===== src/rtl/fbc_pkg.sv =====
// Purpose: Constants and types for the byte-mode flash command host
// Assumes: x8 bus, byte addresses as driven on the flash pins
// Notes: Timing counts in cycles of clk_sys at 100 MHz
`default_nettype none
package fbc_pkg;
  localparam int FBC_AW = 27;
  localparam int CLK_NS = 10;
  localparam int T_WE_LOW_NS = 35;
  localparam int T_WE_HIGH_NS = 20;
  localparam int T_READ_NS = 90;
  localparam int WE_LOW_CYC = (T_WE_LOW_NS + CLK_NS - 1) / CLK_NS;
  localparam int WE_HIGH_CYC = (T_WE_HIGH_NS + CLK_NS - 1) / CLK_NS;
  localparam int READ_CYC = (T_READ_NS + CLK_NS - 1) / CLK_NS;
  localparam logic [11:0] ADDR_UNLK1 = 12'haaa;
  localparam logic [11:0] ADDR_UNLK2 = 12'h555;
  localparam logic [11:0] ADDR_CFI = 12'h0aa;
  localparam logic [7:0] OFS_MFR = 8'h00;
  localparam logic [7:0] OFS_DEV1 = 8'h02;
  localparam logic [7:0] OFS_DEV2 = 8'h1c;
  localparam logic [7:0] OFS_DEV3 = 8'h1e;
  localparam logic [7:0] OFS_PROT = 8'h04;
  localparam logic [7:0] OFS_SECV = 8'h06;
  localparam logic [7:0] D_UNLK1 = 8'haa;
  localparam logic [7:0] D_UNLK2 = 8'h55;
  localparam logic [7:0] D_RESET = 8'hf0;
  localparam logic [7:0] D_AUTOSEL = 8'h90;
  localparam logic [7:0] D_CFI = 8'h98;
  localparam logic [7:0] D_PROG = 8'ha0;
  localparam logic [7:0] D_WBUF = 8'h25;
  localparam logic [7:0] D_WCONF = 8'h29;
  localparam logic [7:0] D_BYPASS = 8'h20;
  localparam logic [7:0] D_ERASE = 8'h80;
  localparam logic [7:0] D_SECT = 8'h30;
  localparam logic [7:0] D_CHIP = 8'h10;
  localparam logic [7:0] D_SUSP = 8'hb0;
  localparam logic [7:0] D_RESUME = 8'h30;
  localparam logic [7:0] D_SECSI = 8'h88;
  localparam logic [7:0] D_ZERO = 8'h00;
  localparam int SECT_LSB = 16;

  typedef enum logic [3:0] {
    FBC_READ = 4'h0, FBC_RESET = 4'h1, FBC_AUTOSEL = 4'h2, FBC_CFI = 4'h3,
    FBC_PROG = 4'h4, FBC_WBUF = 4'h5, FBC_WCONF = 4'h6, FBC_ABORT_RST = 4'h7,
    FBC_BYP_ENTER = 4'h8, FBC_BYP_PROG = 4'h9, FBC_BYP_SECT = 4'ha, FBC_BYP_CHIP = 4'hb,
    FBC_BYP_EXIT = 4'hc, FBC_CHIP_ERASE = 4'hd, FBC_SECT_ERASE = 4'he, FBC_MISC = 4'hf
  } fbc_op_t;

  // FBC_MISC selects by sub code: 0 suspend, 1 resume, 2 secured entry, 3 secured exit
  typedef struct packed {
    fbc_op_t op;
    logic [1:0] sub;
    logic [FBC_AW-1:0] addr;
    logic [7:0] data;
    logic [5:0] count;
  } fbc_req_t;

  typedef struct packed {
    logic [FBC_AW-1:0] addr;
    logic [7:0] data;
  } fbc_cyc_t;
endpackage
`default_nettype wire


===== src/rtl/fbc_host.sv =====
// Purpose: Host that issues byte-mode flash command sequences on the pins
// Assumes: Single clk_sys domain; flash outputs sampled through 3 flops
// Notes: Buffer words are fed one per accepted load strobe
`default_nettype none
// Function
// - Array read is a bare read cycle
// - F0 anywhere returns device to reading
// - Program: AA, 55, A0, then data
// - Erase: six writes, ending 30 or 10
// - Buffer: unlocks, 25 sector, count minus one
// - Load addresses stay in one page
// - Buffer sequence totals 5 to 68 writes
// - 29 to sector commits the buffer
// - Abort reset: AA, 55, F0 to AAA
// - Bypass enter 20; two-write commands inside
// - Bypass exit is 90 then 00
// - B0 anywhere suspends program or erase
// - Secured sector entry 88, exit 90/00
// - ID query: unlocks, 90, then reads
module fbc_host
  import fbc_pkg::*;
(
  input wire logic clk_sys, // System clock
  input wire logic arst_n, // Async reset, active low
  input wire logic req_valid, // Command request
  output logic req_ready, // Host idle, takes request
  input wire fbc_pkg::fbc_req_t req, // Command request fields
  output logic load_ready, // Takes one buffer word
  input wire logic load_valid, // Buffer word offered
  input wire fbc_pkg::fbc_cyc_t load, // Buffer word slot and value
  output logic rd_valid, // Read data strobe
  output logic [7:0] rd_data, // Read data
  output logic [fbc_pkg::FBC_AW-1:0] fl_addr, // Flash address pins
  output logic [15:0] fl_dq_o, // Flash data out
  output logic fl_dq_oe, // Flash data drive enable
  input wire logic [15:0] fl_dq_i, // Flash data in
  output logic fl_ce_n, // Chip select, active low
  output logic fl_we_n, // Write strobe, active low
  output logic fl_oe_n // Output enable, active low
);
  import fbc_pkg::*;

  // ------------------------------------------------------------
  // Sequence table
  // ------------------------------------------------------------
  function automatic fbc_cyc_t cyc(input logic [11:0] a, input logic [7:0] d);
    cyc = '{addr: {{(FBC_AW-12){1'b0}}, a}, data: d};
  endfunction

  function automatic fbc_cyc_t at(input logic [FBC_AW-1:0] a, input logic [7:0] d);
    at = '{addr: a, data: d};
  endfunction

  // Returns step n of a sequence; rd flags a read step, last marks the end
  function automatic void step(input fbc_req_t r, input logic [6:0] n, output fbc_cyc_t c,
                               output logic rd, output logic last);
    logic [FBC_AW-1:0] sect;
    logic [FBC_AW-1:0] id;
    sect = r.addr & ~((FBC_AW'(1) << SECT_LSB) - FBC_AW'(1));
    id = '0;
    c = cyc(ADDR_UNLK1, D_UNLK1);
    rd = 1'b0;
    last = 1'b0;
    if (n == 7'd1) c = cyc(ADDR_UNLK2, D_UNLK2);
    unique case (r.op)
      FBC_READ: begin
        c = at(r.addr, D_ZERO);
        rd = 1'b1;
        last = 1'b1;
      end
      FBC_RESET: begin
        c = cyc(ADDR_UNLK1, D_RESET);
        last = 1'b1;
      end
      FBC_CFI: begin
        c = cyc(ADDR_CFI, D_CFI);
        last = 1'b1;
      end
      FBC_AUTOSEL: begin
        if (n == 7'd2) c = cyc(ADDR_UNLK1, D_AUTOSEL);
        if (n >= 7'd3) begin
          rd = 1'b1;
          unique case (r.sub)
            2'd0: id[7:0] = OFS_MFR;
            2'd1: id[7:0] = (n == 7'd3) ? OFS_DEV1 : (n == 7'd4) ? OFS_DEV2 : OFS_DEV3;
            2'd2: id = sect | FBC_AW'(OFS_PROT);
            2'd3: id[7:0] = OFS_SECV;
          endcase
          c = at(id, D_ZERO);
        end
        last = (r.sub == 2'd1) ? (n == 7'd5) : (n == 7'd3);
      end
      FBC_PROG: begin
        if (n == 7'd2) c = cyc(ADDR_UNLK1, D_PROG);
        if (n == 7'd3) c = at(r.addr, r.data);
        last = (n == 7'd3);
      end
      FBC_WBUF: begin
        if (n == 7'd2) c = at(sect, D_WBUF);
        if (n == 7'd3) c = at(sect, {2'b00, r.count});
        last = (n == 7'(r.count) + 7'd4);
        if (n >= 7'd4) c = at(r.addr, r.data);
      end
      FBC_WCONF: begin
        c = at(sect, D_WCONF);
        last = 1'b1;
      end
      FBC_ABORT_RST: begin
        if (n == 7'd2) c = cyc(ADDR_UNLK1, D_RESET);
        last = (n == 7'd2);
      end
      FBC_BYP_ENTER: begin
        if (n == 7'd2) c = cyc(ADDR_UNLK1, D_BYPASS);
        last = (n == 7'd2);
      end
      FBC_BYP_PROG: begin
        c = (n == 7'd0) ? cyc(ADDR_UNLK1, D_PROG) : at(r.addr, r.data);
        last = (n == 7'd1);
      end
      FBC_BYP_SECT: begin
        c = (n == 7'd0) ? cyc(ADDR_UNLK1, D_ERASE) : at(sect, D_SECT);
        last = (n == 7'd1);
      end
      FBC_BYP_CHIP: begin
        c = (n == 7'd0) ? cyc(ADDR_UNLK1, D_ERASE) : cyc(ADDR_UNLK1, D_CHIP);
        last = (n == 7'd1);
      end
      FBC_BYP_EXIT: begin
        c = (n == 7'd0) ? cyc(ADDR_UNLK1, D_AUTOSEL) : cyc(ADDR_UNLK1, D_ZERO);
        last = (n == 7'd1);
      end
      FBC_CHIP_ERASE, FBC_SECT_ERASE: begin
        if (n == 7'd2) c = cyc(ADDR_UNLK1, D_ERASE);
        if (n == 7'd4) c = cyc(ADDR_UNLK2, D_UNLK2);
        if (n == 7'd5) c = (r.op == FBC_CHIP_ERASE) ? cyc(ADDR_UNLK1, D_CHIP) : at(sect, D_SECT);
        last = (n == 7'd5);
      end
      FBC_MISC: begin
        unique case (r.sub)
          2'd0: c = cyc(ADDR_UNLK1, D_SUSP);
          2'd1: c = cyc(ADDR_UNLK1, D_RESUME);
          2'd2: if (n == 7'd2) c = cyc(ADDR_UNLK1, D_SECSI);
          2'd3: begin
            if (n == 7'd2) c = cyc(ADDR_UNLK1, D_AUTOSEL);
            if (n == 7'd3) c = cyc(ADDR_UNLK1, D_ZERO);
          end
        endcase
        last = (r.sub[1] == 1'b0) || (r.sub == 2'd2 ? n == 7'd2 : n == 7'd3);
      end
    endcase
  endfunction

  // ------------------------------------------------------------
  // Bus cycle engine
  // ------------------------------------------------------------
  typedef enum logic [4:0] {
    FBC_S_IDLE = 5'b00001, FBC_S_SETUP = 5'b00010, FBC_S_STROBE = 5'b00100,
    FBC_S_HOLD = 5'b01000, FBC_S_WAIT = 5'b10000
  } fbc_st_t;

  fbc_st_t st_q, st_d;
  fbc_req_t req_q, req_d;
  logic [6:0] n_q, n_d;
  logic [3:0] cnt_q, cnt_d;
  logic rd_q, rd_d, last_q, last_d;
  logic [FBC_AW-1:0] addr_q, addr_d;
  logic [7:0] dout_q, dout_d;
  logic ce_q, ce_d, we_q, we_d, oe_q, oe_d, drv_q, drv_d;
  logic rv_q, rv_d;
  logic [7:0] rdat_q, rdat_d;
  logic [7:0] sy1_q, sy2_q, sy3_q, syf_q, syf_d;
  fbc_cyc_t c_n;
  logic rd_n, last_n, is_load;

  // Step decoded from registered state, no loop through next-state logic
  always_comb begin
    step(req_q, n_q, c_n, rd_n, last_n);
  end

  // Buffer words of a buffered write come from the load port
  assign is_load = (req_q.op == FBC_WBUF) && (n_q >= 7'd4);
  assign req_ready = (st_q == FBC_S_IDLE);
  assign load_ready = (st_q == FBC_S_WAIT) && is_load;

  always_comb begin
    st_d = st_q;
    req_d = req_q;
    n_d = n_q;
    cnt_d = cnt_q;
    rd_d = rd_q;
    last_d = last_q;
    addr_d = addr_q;
    dout_d = dout_q;
    ce_d = ce_q;
    we_d = we_q;
    oe_d = oe_q;
    drv_d = drv_q;
    rv_d = 1'b0;
    rdat_d = rdat_q;
    // Pin value counts once the second and third flops agree
    syf_d = (sy2_q == sy3_q) ? sy3_q : syf_q;
    unique case (st_q)
      FBC_S_IDLE: begin
        if (req_valid) begin
          req_d = req;
          n_d = '0;
          st_d = FBC_S_WAIT;
        end
      end
      FBC_S_WAIT: begin
        // Load the cycle; address settles before the strobe falls
        if (!is_load || load_valid) begin
          addr_d = is_load ? load.addr : c_n.addr;
          dout_d = is_load ? load.data : c_n.data;
          rd_d = rd_n;
          last_d = last_n;
          ce_d = 1'b1;
          drv_d = !rd_n;
          cnt_d = 4'(WE_HIGH_CYC);
          st_d = FBC_S_SETUP;
        end
      end
      FBC_S_SETUP: begin
        cnt_d = cnt_q - 4'd1;
        if (cnt_q == 4'd1) begin
          we_d = !rd_q;
          oe_d = rd_q;
          cnt_d = rd_q ? 4'(READ_CYC + 3) : 4'(WE_LOW_CYC);
          st_d = FBC_S_STROBE;
        end
      end
      FBC_S_STROBE: begin
        cnt_d = cnt_q - 4'd1;
        if (cnt_q == 4'd1) begin
          we_d = 1'b0;
          oe_d = 1'b0;
          rv_d = rd_q;
          rdat_d = syf_q;
          cnt_d = 4'(WE_HIGH_CYC);
          st_d = FBC_S_HOLD;
        end
      end
      FBC_S_HOLD: begin
        cnt_d = cnt_q - 4'd1;
        if (cnt_q == 4'd1) begin
          ce_d = 1'b0;
          drv_d = 1'b0;
          n_d = n_q + 7'd1;
          st_d = last_q ? FBC_S_IDLE : FBC_S_WAIT;
        end
      end
      default: st_d = FBC_S_IDLE;
    endcase
  end

  always_ff @(posedge clk_sys or negedge arst_n) begin
    if (!arst_n) begin
      st_q <= FBC_S_IDLE;
      req_q <= '0;
      n_q <= '0;
      cnt_q <= '0;
      rd_q <= 1'b0;
      last_q <= 1'b0;
      addr_q <= '0;
      dout_q <= '0;
      ce_q <= 1'b0;
      we_q <= 1'b0;
      oe_q <= 1'b0;
      drv_q <= 1'b0;
      rv_q <= 1'b0;
      rdat_q <= '0;
      sy1_q <= '0;
      sy2_q <= '0;
      sy3_q <= '0;
      syf_q <= '0;
    end else begin
      st_q <= st_d;
      req_q <= req_d;
      n_q <= n_d;
      cnt_q <= cnt_d;
      rd_q <= rd_d;
      last_q <= last_d;
      addr_q <= addr_d;
      dout_q <= dout_d;
      ce_q <= ce_d;
      we_q <= we_d;
      oe_q <= oe_d;
      drv_q <= drv_d;
      rv_q <= rv_d;
      rdat_q <= rdat_d;
      sy1_q <= fl_dq_i[7:0];
      sy2_q <= sy1_q;
      sy3_q <= sy2_q;
      syf_q <= syf_d;
    end
  end

  assign fl_addr = addr_q;
  assign fl_dq_o = {8'h00, dout_q};
  assign fl_dq_oe = drv_q;
  assign fl_ce_n = !ce_q;
  assign fl_we_n = !we_q;
  assign fl_oe_n = !oe_q;
  assign rd_valid = rv_q;
  assign rd_data = rdat_q;
endmodule
`default_nettype wire


===== config.mk =====
export PLATFORM = sky130hd
export DESIGN_NAME = fbc_host
export DESIGN_NICKNAME = d
export VERILOG_FILES = /design/src/rtl/fbc_pkg.sv /design/src/rtl/fbc_host.sv
export SDC_FILE = /design/constraint.sdc
export NUM_CORES = 1
export LEC_CHECK = 0
export BUFFER_PORTS_ARGS = -buffer_cell sky130_fd_sc_hd__buf_4
export CAP_MARGIN = 20
export CORE_UTILIZATION = 40
export CTS_CLUSTER_SIZE = 24
export DETAILED_ROUTE_END_ITERATION = 8
export HOLD_SLACK_MARGIN = 0.12
export PLACE_DENSITY_LB_ADDON = 0.15
export SETUP_SLACK_MARGIN = 0.1
export SLEW_MARGIN = 10
export SYNTH_ARGS = -nofsm -noshare
export SYNTH_HDL_FRONTEND = slang
export SYNTH_SLANG_ARGS = --single-unit

===== constraint.sdc =====
create_clock -name clk_sys -period 4.75 [get_ports clk_sys]
set_input_delay 0.95 -clock clk_sys [delete_from_list [all_inputs] [get_ports clk_sys]]
set_output_delay 0.95 -clock clk_sys [all_outputs]
set_load 0.01 [all_outputs]

---- After elaboration in Yosys (flattened, before gate mapping) ----
Cells that the tools add are included.
word-level totals
  output and inout bits ................... 58
  input bits .............................. 102
  logic and storage cells ................. 152
  register bits after elaboration ......... 145
operators by class
  add/sub/neg operators ................... 3
  $lt $le $gt $ge ......................... 2
  bitwise operators ....................... 1
  reduce and logical (&&, ||, !) cells .... 29
  muxes and demuxes ....................... 59
  equality and inequality tests ........... 36
operators by type and width
  operator                                              count
  one-hot mux 35 bit (15 select lines)                  1
  two-way mux 35 bit                                    11
  two-way mux 20 bit                                    7
  one-hot mux 35 bit (4 select lines)                   1
  two-way mux 5 bit                                     7
  equality test 4 bit (second input constant)           8
  one-hot mux 8 bit (4 select lines)                    1
  two-way mux 27 bit                                    1
  one-hot mux 5 bit (5 select lines)                    1
  two-way mux 8 bit                                     3
  two-way mux 19 bit                                    1
  equality test 4 x 3 -> 1 bit (second input constant)  4
  two-way mux 4 bit                                     4
  one-hot mux 4 bit (4 select lines)                    1
  equality test 7 x 2 -> 1 bit (second input constant)  2
  equality test 7 x 3 -> 1 bit (second input constant)  2
  two-way mux 7 bit                                     2
  one-hot mux 7 bit (2 select lines)                    1
  two-way mux 1 bit                                     10
  one-hot mux 1 bit (2 select lines)                    5
  AND reduction 3 bit                                   3
  equality test 4 x 1 -> 1 bit (second input constant)  2
  equality test 4 x 2 -> 1 bit (second input constant)  2
  equality test 8 bit                                   1
  31 further kinds                                      49

---- Longest topological paths before layout ----
  depth after elaboration ................. 7
  gate-level depth with buffers ........... 10
  gate-level depth less buffers ........... 8

---- Worst setup path before layout ----
Ideal clock, no wire load.
  kind .................................... reg-to-reg
  start point ............................. reg n_q[0]
  end point ............................... reg addr_q[1], in the netlist fl_addr[1]
  path slack .............................. 2310 ps
  arrival time ............................ 2309 ps
  period minus slack after synthesis ...... 2440 ps
  cell stages (with the launch flop) ...... 10
  data required time ...................... 4618 ps
  setup time .............................. 132 ps
  buffers on the path ..................... 2
  cell sequence ........................... dfrtp_1 -> ha_1 -> buf_2 -> or3b_2 -> clkbuf_1 -> nor3_1 -> o21ai_0 -> a31o_2 -> nor3_1 -> o211ai_1
between the ends
  word-level cells in the longest chain between the ends .. 7
  elaborated cells between the ends (all ways) .. 35
  those cells by class .................... 2 x order compare; 5 x eq/ne; 23 x mux; 5 x reduce/logical
ends and longest elaborated chain
  what                                                                          line                                             source
  from (decl)                                                                   fbc_host.sv:163                                  logic [6:0] n_q, n_d;
  from (signal assigned)                                                        fbc_host.sv:279                                  n_q <= n_d;
  equality test 7 x 1 -> 1 bit or equality test 7 x 3 -> 1 bit (tied branches)  fbc_host.sv:64, fbc_host.sv:85, fbc_host.sv:134
  two-way mux 20 bit or two-way mux 2 bit (tied branches)                       fbc_host.sv:64, fbc_host.sv:85
  two-way mux 20 bit (tied with other cells)                                    fbc_host.sv:80, fbc_host.sv:144
  two-way mux 35 bit (tied with other cells)                                    fbc_host.sv:145                                  if (n == 7'd3) c = cyc(ADDR_UNLK1, D_ZERO);
  one-hot mux 35 bit (4 select lines) (tied with other cells)                   fbc_host.sv:139                                  unique case (r.sub)
  one-hot mux 35 bit (15 select lines)                                          fbc_host.sv:65                                   unique case (r.op)
  two-way mux 27 bit                                                            fbc_host.sv:213                                  addr_d = is_load ? load.addr : c_n.addr;
  to (signal assigned)                                                          fbc_host.sv:283                                  addr_q <= addr_d;
  to (decl)                                                                     fbc_host.sv:166                                  logic [FBC_AW-1:0] addr_q, addr_d;
Parallel ways exist; a longest one is shown, timed or not. The select of a mux whose other input is x is not followed.
A chain may end at the register's enable or synchronous reset.

---- Final worst setup path ----
  start point ............................. reg n_q[2]
  end point ............................... out load_ready
between the ends
  word-level cells in the longest chain between the ends .. 3
ends and longest elaborated chain
  what                          line             source
  >= comparator 7 x 3 -> 1 bit  fbc_host.sv:181  assign is_load = (req_q.op == FBC_WBUF) && (n_q >= 7'd4);
  logical AND 1 bit             fbc_host.sv:181
  logical AND 1 bit             fbc_host.sv:183  assign load_ready = (st_q == FBC_S_WAIT) && is_load;
  to (decl)                     fbc_host.sv:28   output logic load_ready,
No other way between the ends.

==> summary.md <==
| Metric | Value |
|---|---|
| Tmin final | 3540 ps |
| CTS buffer count | 17 |
| CTS resizes | 0 |
| Yosys cell types | 85 |
| Setup crit end kind | primary output |
| Post-synth ARST share | 100% |
| Post-Syn Area | 0.00789 sq mm |
| Relative slew slack | 35.1% |
| Initial Util | 41.5% |
| DRT iter0 DRCs | 617 |
| Chip Width | 142 microns |
| Post-CTS setup buffers | 0 |
| Area leader, netlist | dfrtp_1 |
| Max Buffers Root-to-Sink | 2 |
| Clock latency on the worst-skew pair | 440 ps |
| # fillers | 1900 |
| Commonest non-fill, non-tap cell in the layout | nand2_1 |
| #FFs+latches synth | 145 |
| Ports | 160 |
| Post-layout instance area | 0.00970 sq mm |
| Data required, critical path | 3800 ps |
| Routed WL | 25100 microns |
| Dpl cell area | 0.00911 sq mm |
| Setup TNS | 0 ps |
| Final hold vios | 0 |
| CTS tree | built |
| Final ANT Viol Nets | 0 |
| Clock Tree Root | clkbuf_16 |
| Top FF cell, synth | dfrtp_1 |
| Total GRT Usage | 25.8% |
| Most frequent cells in the layout | nand2_1 (173), buf_4 (156), dfrtp_1 (144) |
| Max Fclk | 282 MHz |
| Reg2Reg Setup Slack | 1580 ps |
| Yosys warning count | 0 |
| Global-route wire length before repair | 39700 microns |
| Drt via density | 5.64 |
| WP data arrival | 2590 ps |
| RSZ-0062 raised after global routing | no |
| Crit share post-route | 74.6% |
| Final Max Tran Viols | 0 |
| Min-delay worst type | register to register |
| Crit path kind | register to primary output |
| Number of synthesized flops with an enable pin | 0 |
| H-tree levels | 4 |
| Share of cells above drive strength 1 | 22.6% |
| NumNets Final | 1102 |
| LEAKAGE | 4.51 nW |
| Synth-to-layout area growth | 23.0% |
| Residual DRC | 0 |
| Maximum vdd drop | 0.310 mV |
| Register area | 0.00363 sq mm |
| Die H | 142 microns |
| IO Port Bufs | 143 |
| Status | complete, no violations |
| DR top layer | met4 |
| Register area share after synthesis | 46.0% |
| Final setup fails | 0 |
| CORE AREA | 0.0190 sq mm |
| Vias in the first global route | 6954 |
| MaxCap Viol Count | 0 |
| RD Place Congestion | 0.944 |
| Worst-margin pin slew | 973 ps |
| Antenna fix cells | 0 |
| # rows | 50 |
| P per Cell Area | 574 mW/mm^2 |
| Fin Clk Skew | 21.9 ps |
| Total grt overflow | 0 |
| Metal1 wirelength | 11200 microns |
| Worst-path clk slew | 70 ps |
| Largest net degree at the start of global routing | 88 |
| DR WL met3 | 2070 microns |
| Synth area leaders | dfrtp_1 (46%), nand2_1 (8.2%), o21ai_0 (3.4%), a21oi_1 (3.2%), nor2_1 (2.8%) |
| Routed vias | 7141 |
| DR WL met2 | 11300 microns |
| Footprint of the multi-input gates | 0.00390 sq mm |
| HPWL Detailed | 17500 microns |
| Syn_area_per_cell | 8.98 sq um |
| DIE AREA | 0.0203 sq mm |
| Mapped Cells | 878 |
| CP Launch Type | register |
| Clock sink count | 145 |
| Initial antenna violation count | 0 |
| First-pass detailed-route iteration total | 5 |
| Hold_buf cts | 0 |
| Share of the synthesized area in the top cell type | 45.7% |
| CP Max Fanout | 18 |
| Post-DR wirelength/cell | 19.9 microns |
[synthesized netlist by cell type (12+ instances only)]
cell type    n
xor2_1      14
inv_1       18
a21oi_1     51
nor3_1      19
o211ai_1    12
nand3_1     25
o21ai_0     53
o22ai_1     16
nand2_1    173
nor2_1      59
dfrtp_1    144
buf_2       14
clkbuf_1    38
mux2_2      16
[cell type report]
cell class | count | share of cell area (%)
Inverter | 19 | 0.735
Clock buffer | 17 | 4.38
Timing Repair Buffer | 157 | 12.2
Sequential cell | 145 | 37.4
Clock inverter | 15 | 1.74
Tap cell | 260 | 3.35
Multi-Input combinational cell | 653 | 40.2
[worst paths after layout]
path                               startpoint                    end  depth (start not counted)
min                        sy1_q[6]$_DFF_PN0_     sy2_q[6]$_DFF_PN0_                          0
max in group asynchronous              arst_n  dout_q[0]$_DFFE_PN0P_                          2
max reg2reg                n_q[2]$_DFFE_PN0P_  dout_q[6]$_DFFE_PN0P_                          7
min in group asynchronous              arst_n  req_q[44]$_DFFE_PN0P_                          1
min reg2reg                sy1_q[6]$_DFF_PN0_     sy2_q[6]$_DFF_PN0_                          0
max                        n_q[2]$_DFFE_PN0P_             load_ready                          4
[per-stage QoR]
| stage | total power (W) | std cells | utilization, % | hold slack, ps | setup WS, ps |
|---|---|---|---|---|---|
| 2_1_floorplan | 0.00334 | 885 | - | 331 | 2310 |
| 3_3_place_gp | 0.00421 | 1234 | 47.9 | 332 | 1550 |
| 3_5_place_dp | 0.00423 | 1234 | 47.9 | 337 | 1590 |
| 4_1_cts | 0.00558 | 1266 | 51.0 | 346 | 1210 |
| 5_1_grt | 0.00594 | 1266 | 51.0 | 349 | 1080 |
| 6_report | 0.00557 | 1266 | 51.0 | 346 | 1210 |
[critical path: stages, from the launching register on]
cell	delay (ps)
dfrtp_1	780
inv_1	470
a21o_1	460
nor2_1	290
buf_4	170
[state kept, by name, summed over array words and instances (netlist names), 4 cells and up]
register	flops
fl_addr	27
dout_q	8
req_q	47
rd_data	8
st_q	5
syf_q	8
n_q	7
sy1_q	8
sy2_q	8
sy3_q	8
cnt_q	4
[routing by layer]
layer / global-route usage (%) / up-vias
li1: - / 3366
met1: 35.6 / 3429
met2: 39.3 / 305
met3: 6.93 / 41
met4: 8.04 / 0
met5: 0 / -
[cell families (layout without fill, tap and decap cells)]
group                      after synthesis  count (layout)  share of synthesized area [%]
and+or+nand+nor                        352             352                           21.2
AOI/OAI and AO/OA                      244             244                           21.2
DFF                                    145             145                           46.0
buffers and inverters                   87             208                           5.17
muxes                                   22              22                           3.05
xor gates and xnor gates                20              20                           2.22
adders and majority gates                7               7                           1.11
other                                    1               8                         0.0476
[power breakdown]
part	total (W)	switching [W]	internal, W
combinational	0.00218	0.00129	0.000889
sequential	0.00206	0.000416	0.00165
clock	0.00133	0.000621	0.000706
total	0.00557	0.00233	0.00324
No activity file was read; power rests on OpenSTA's default activity.
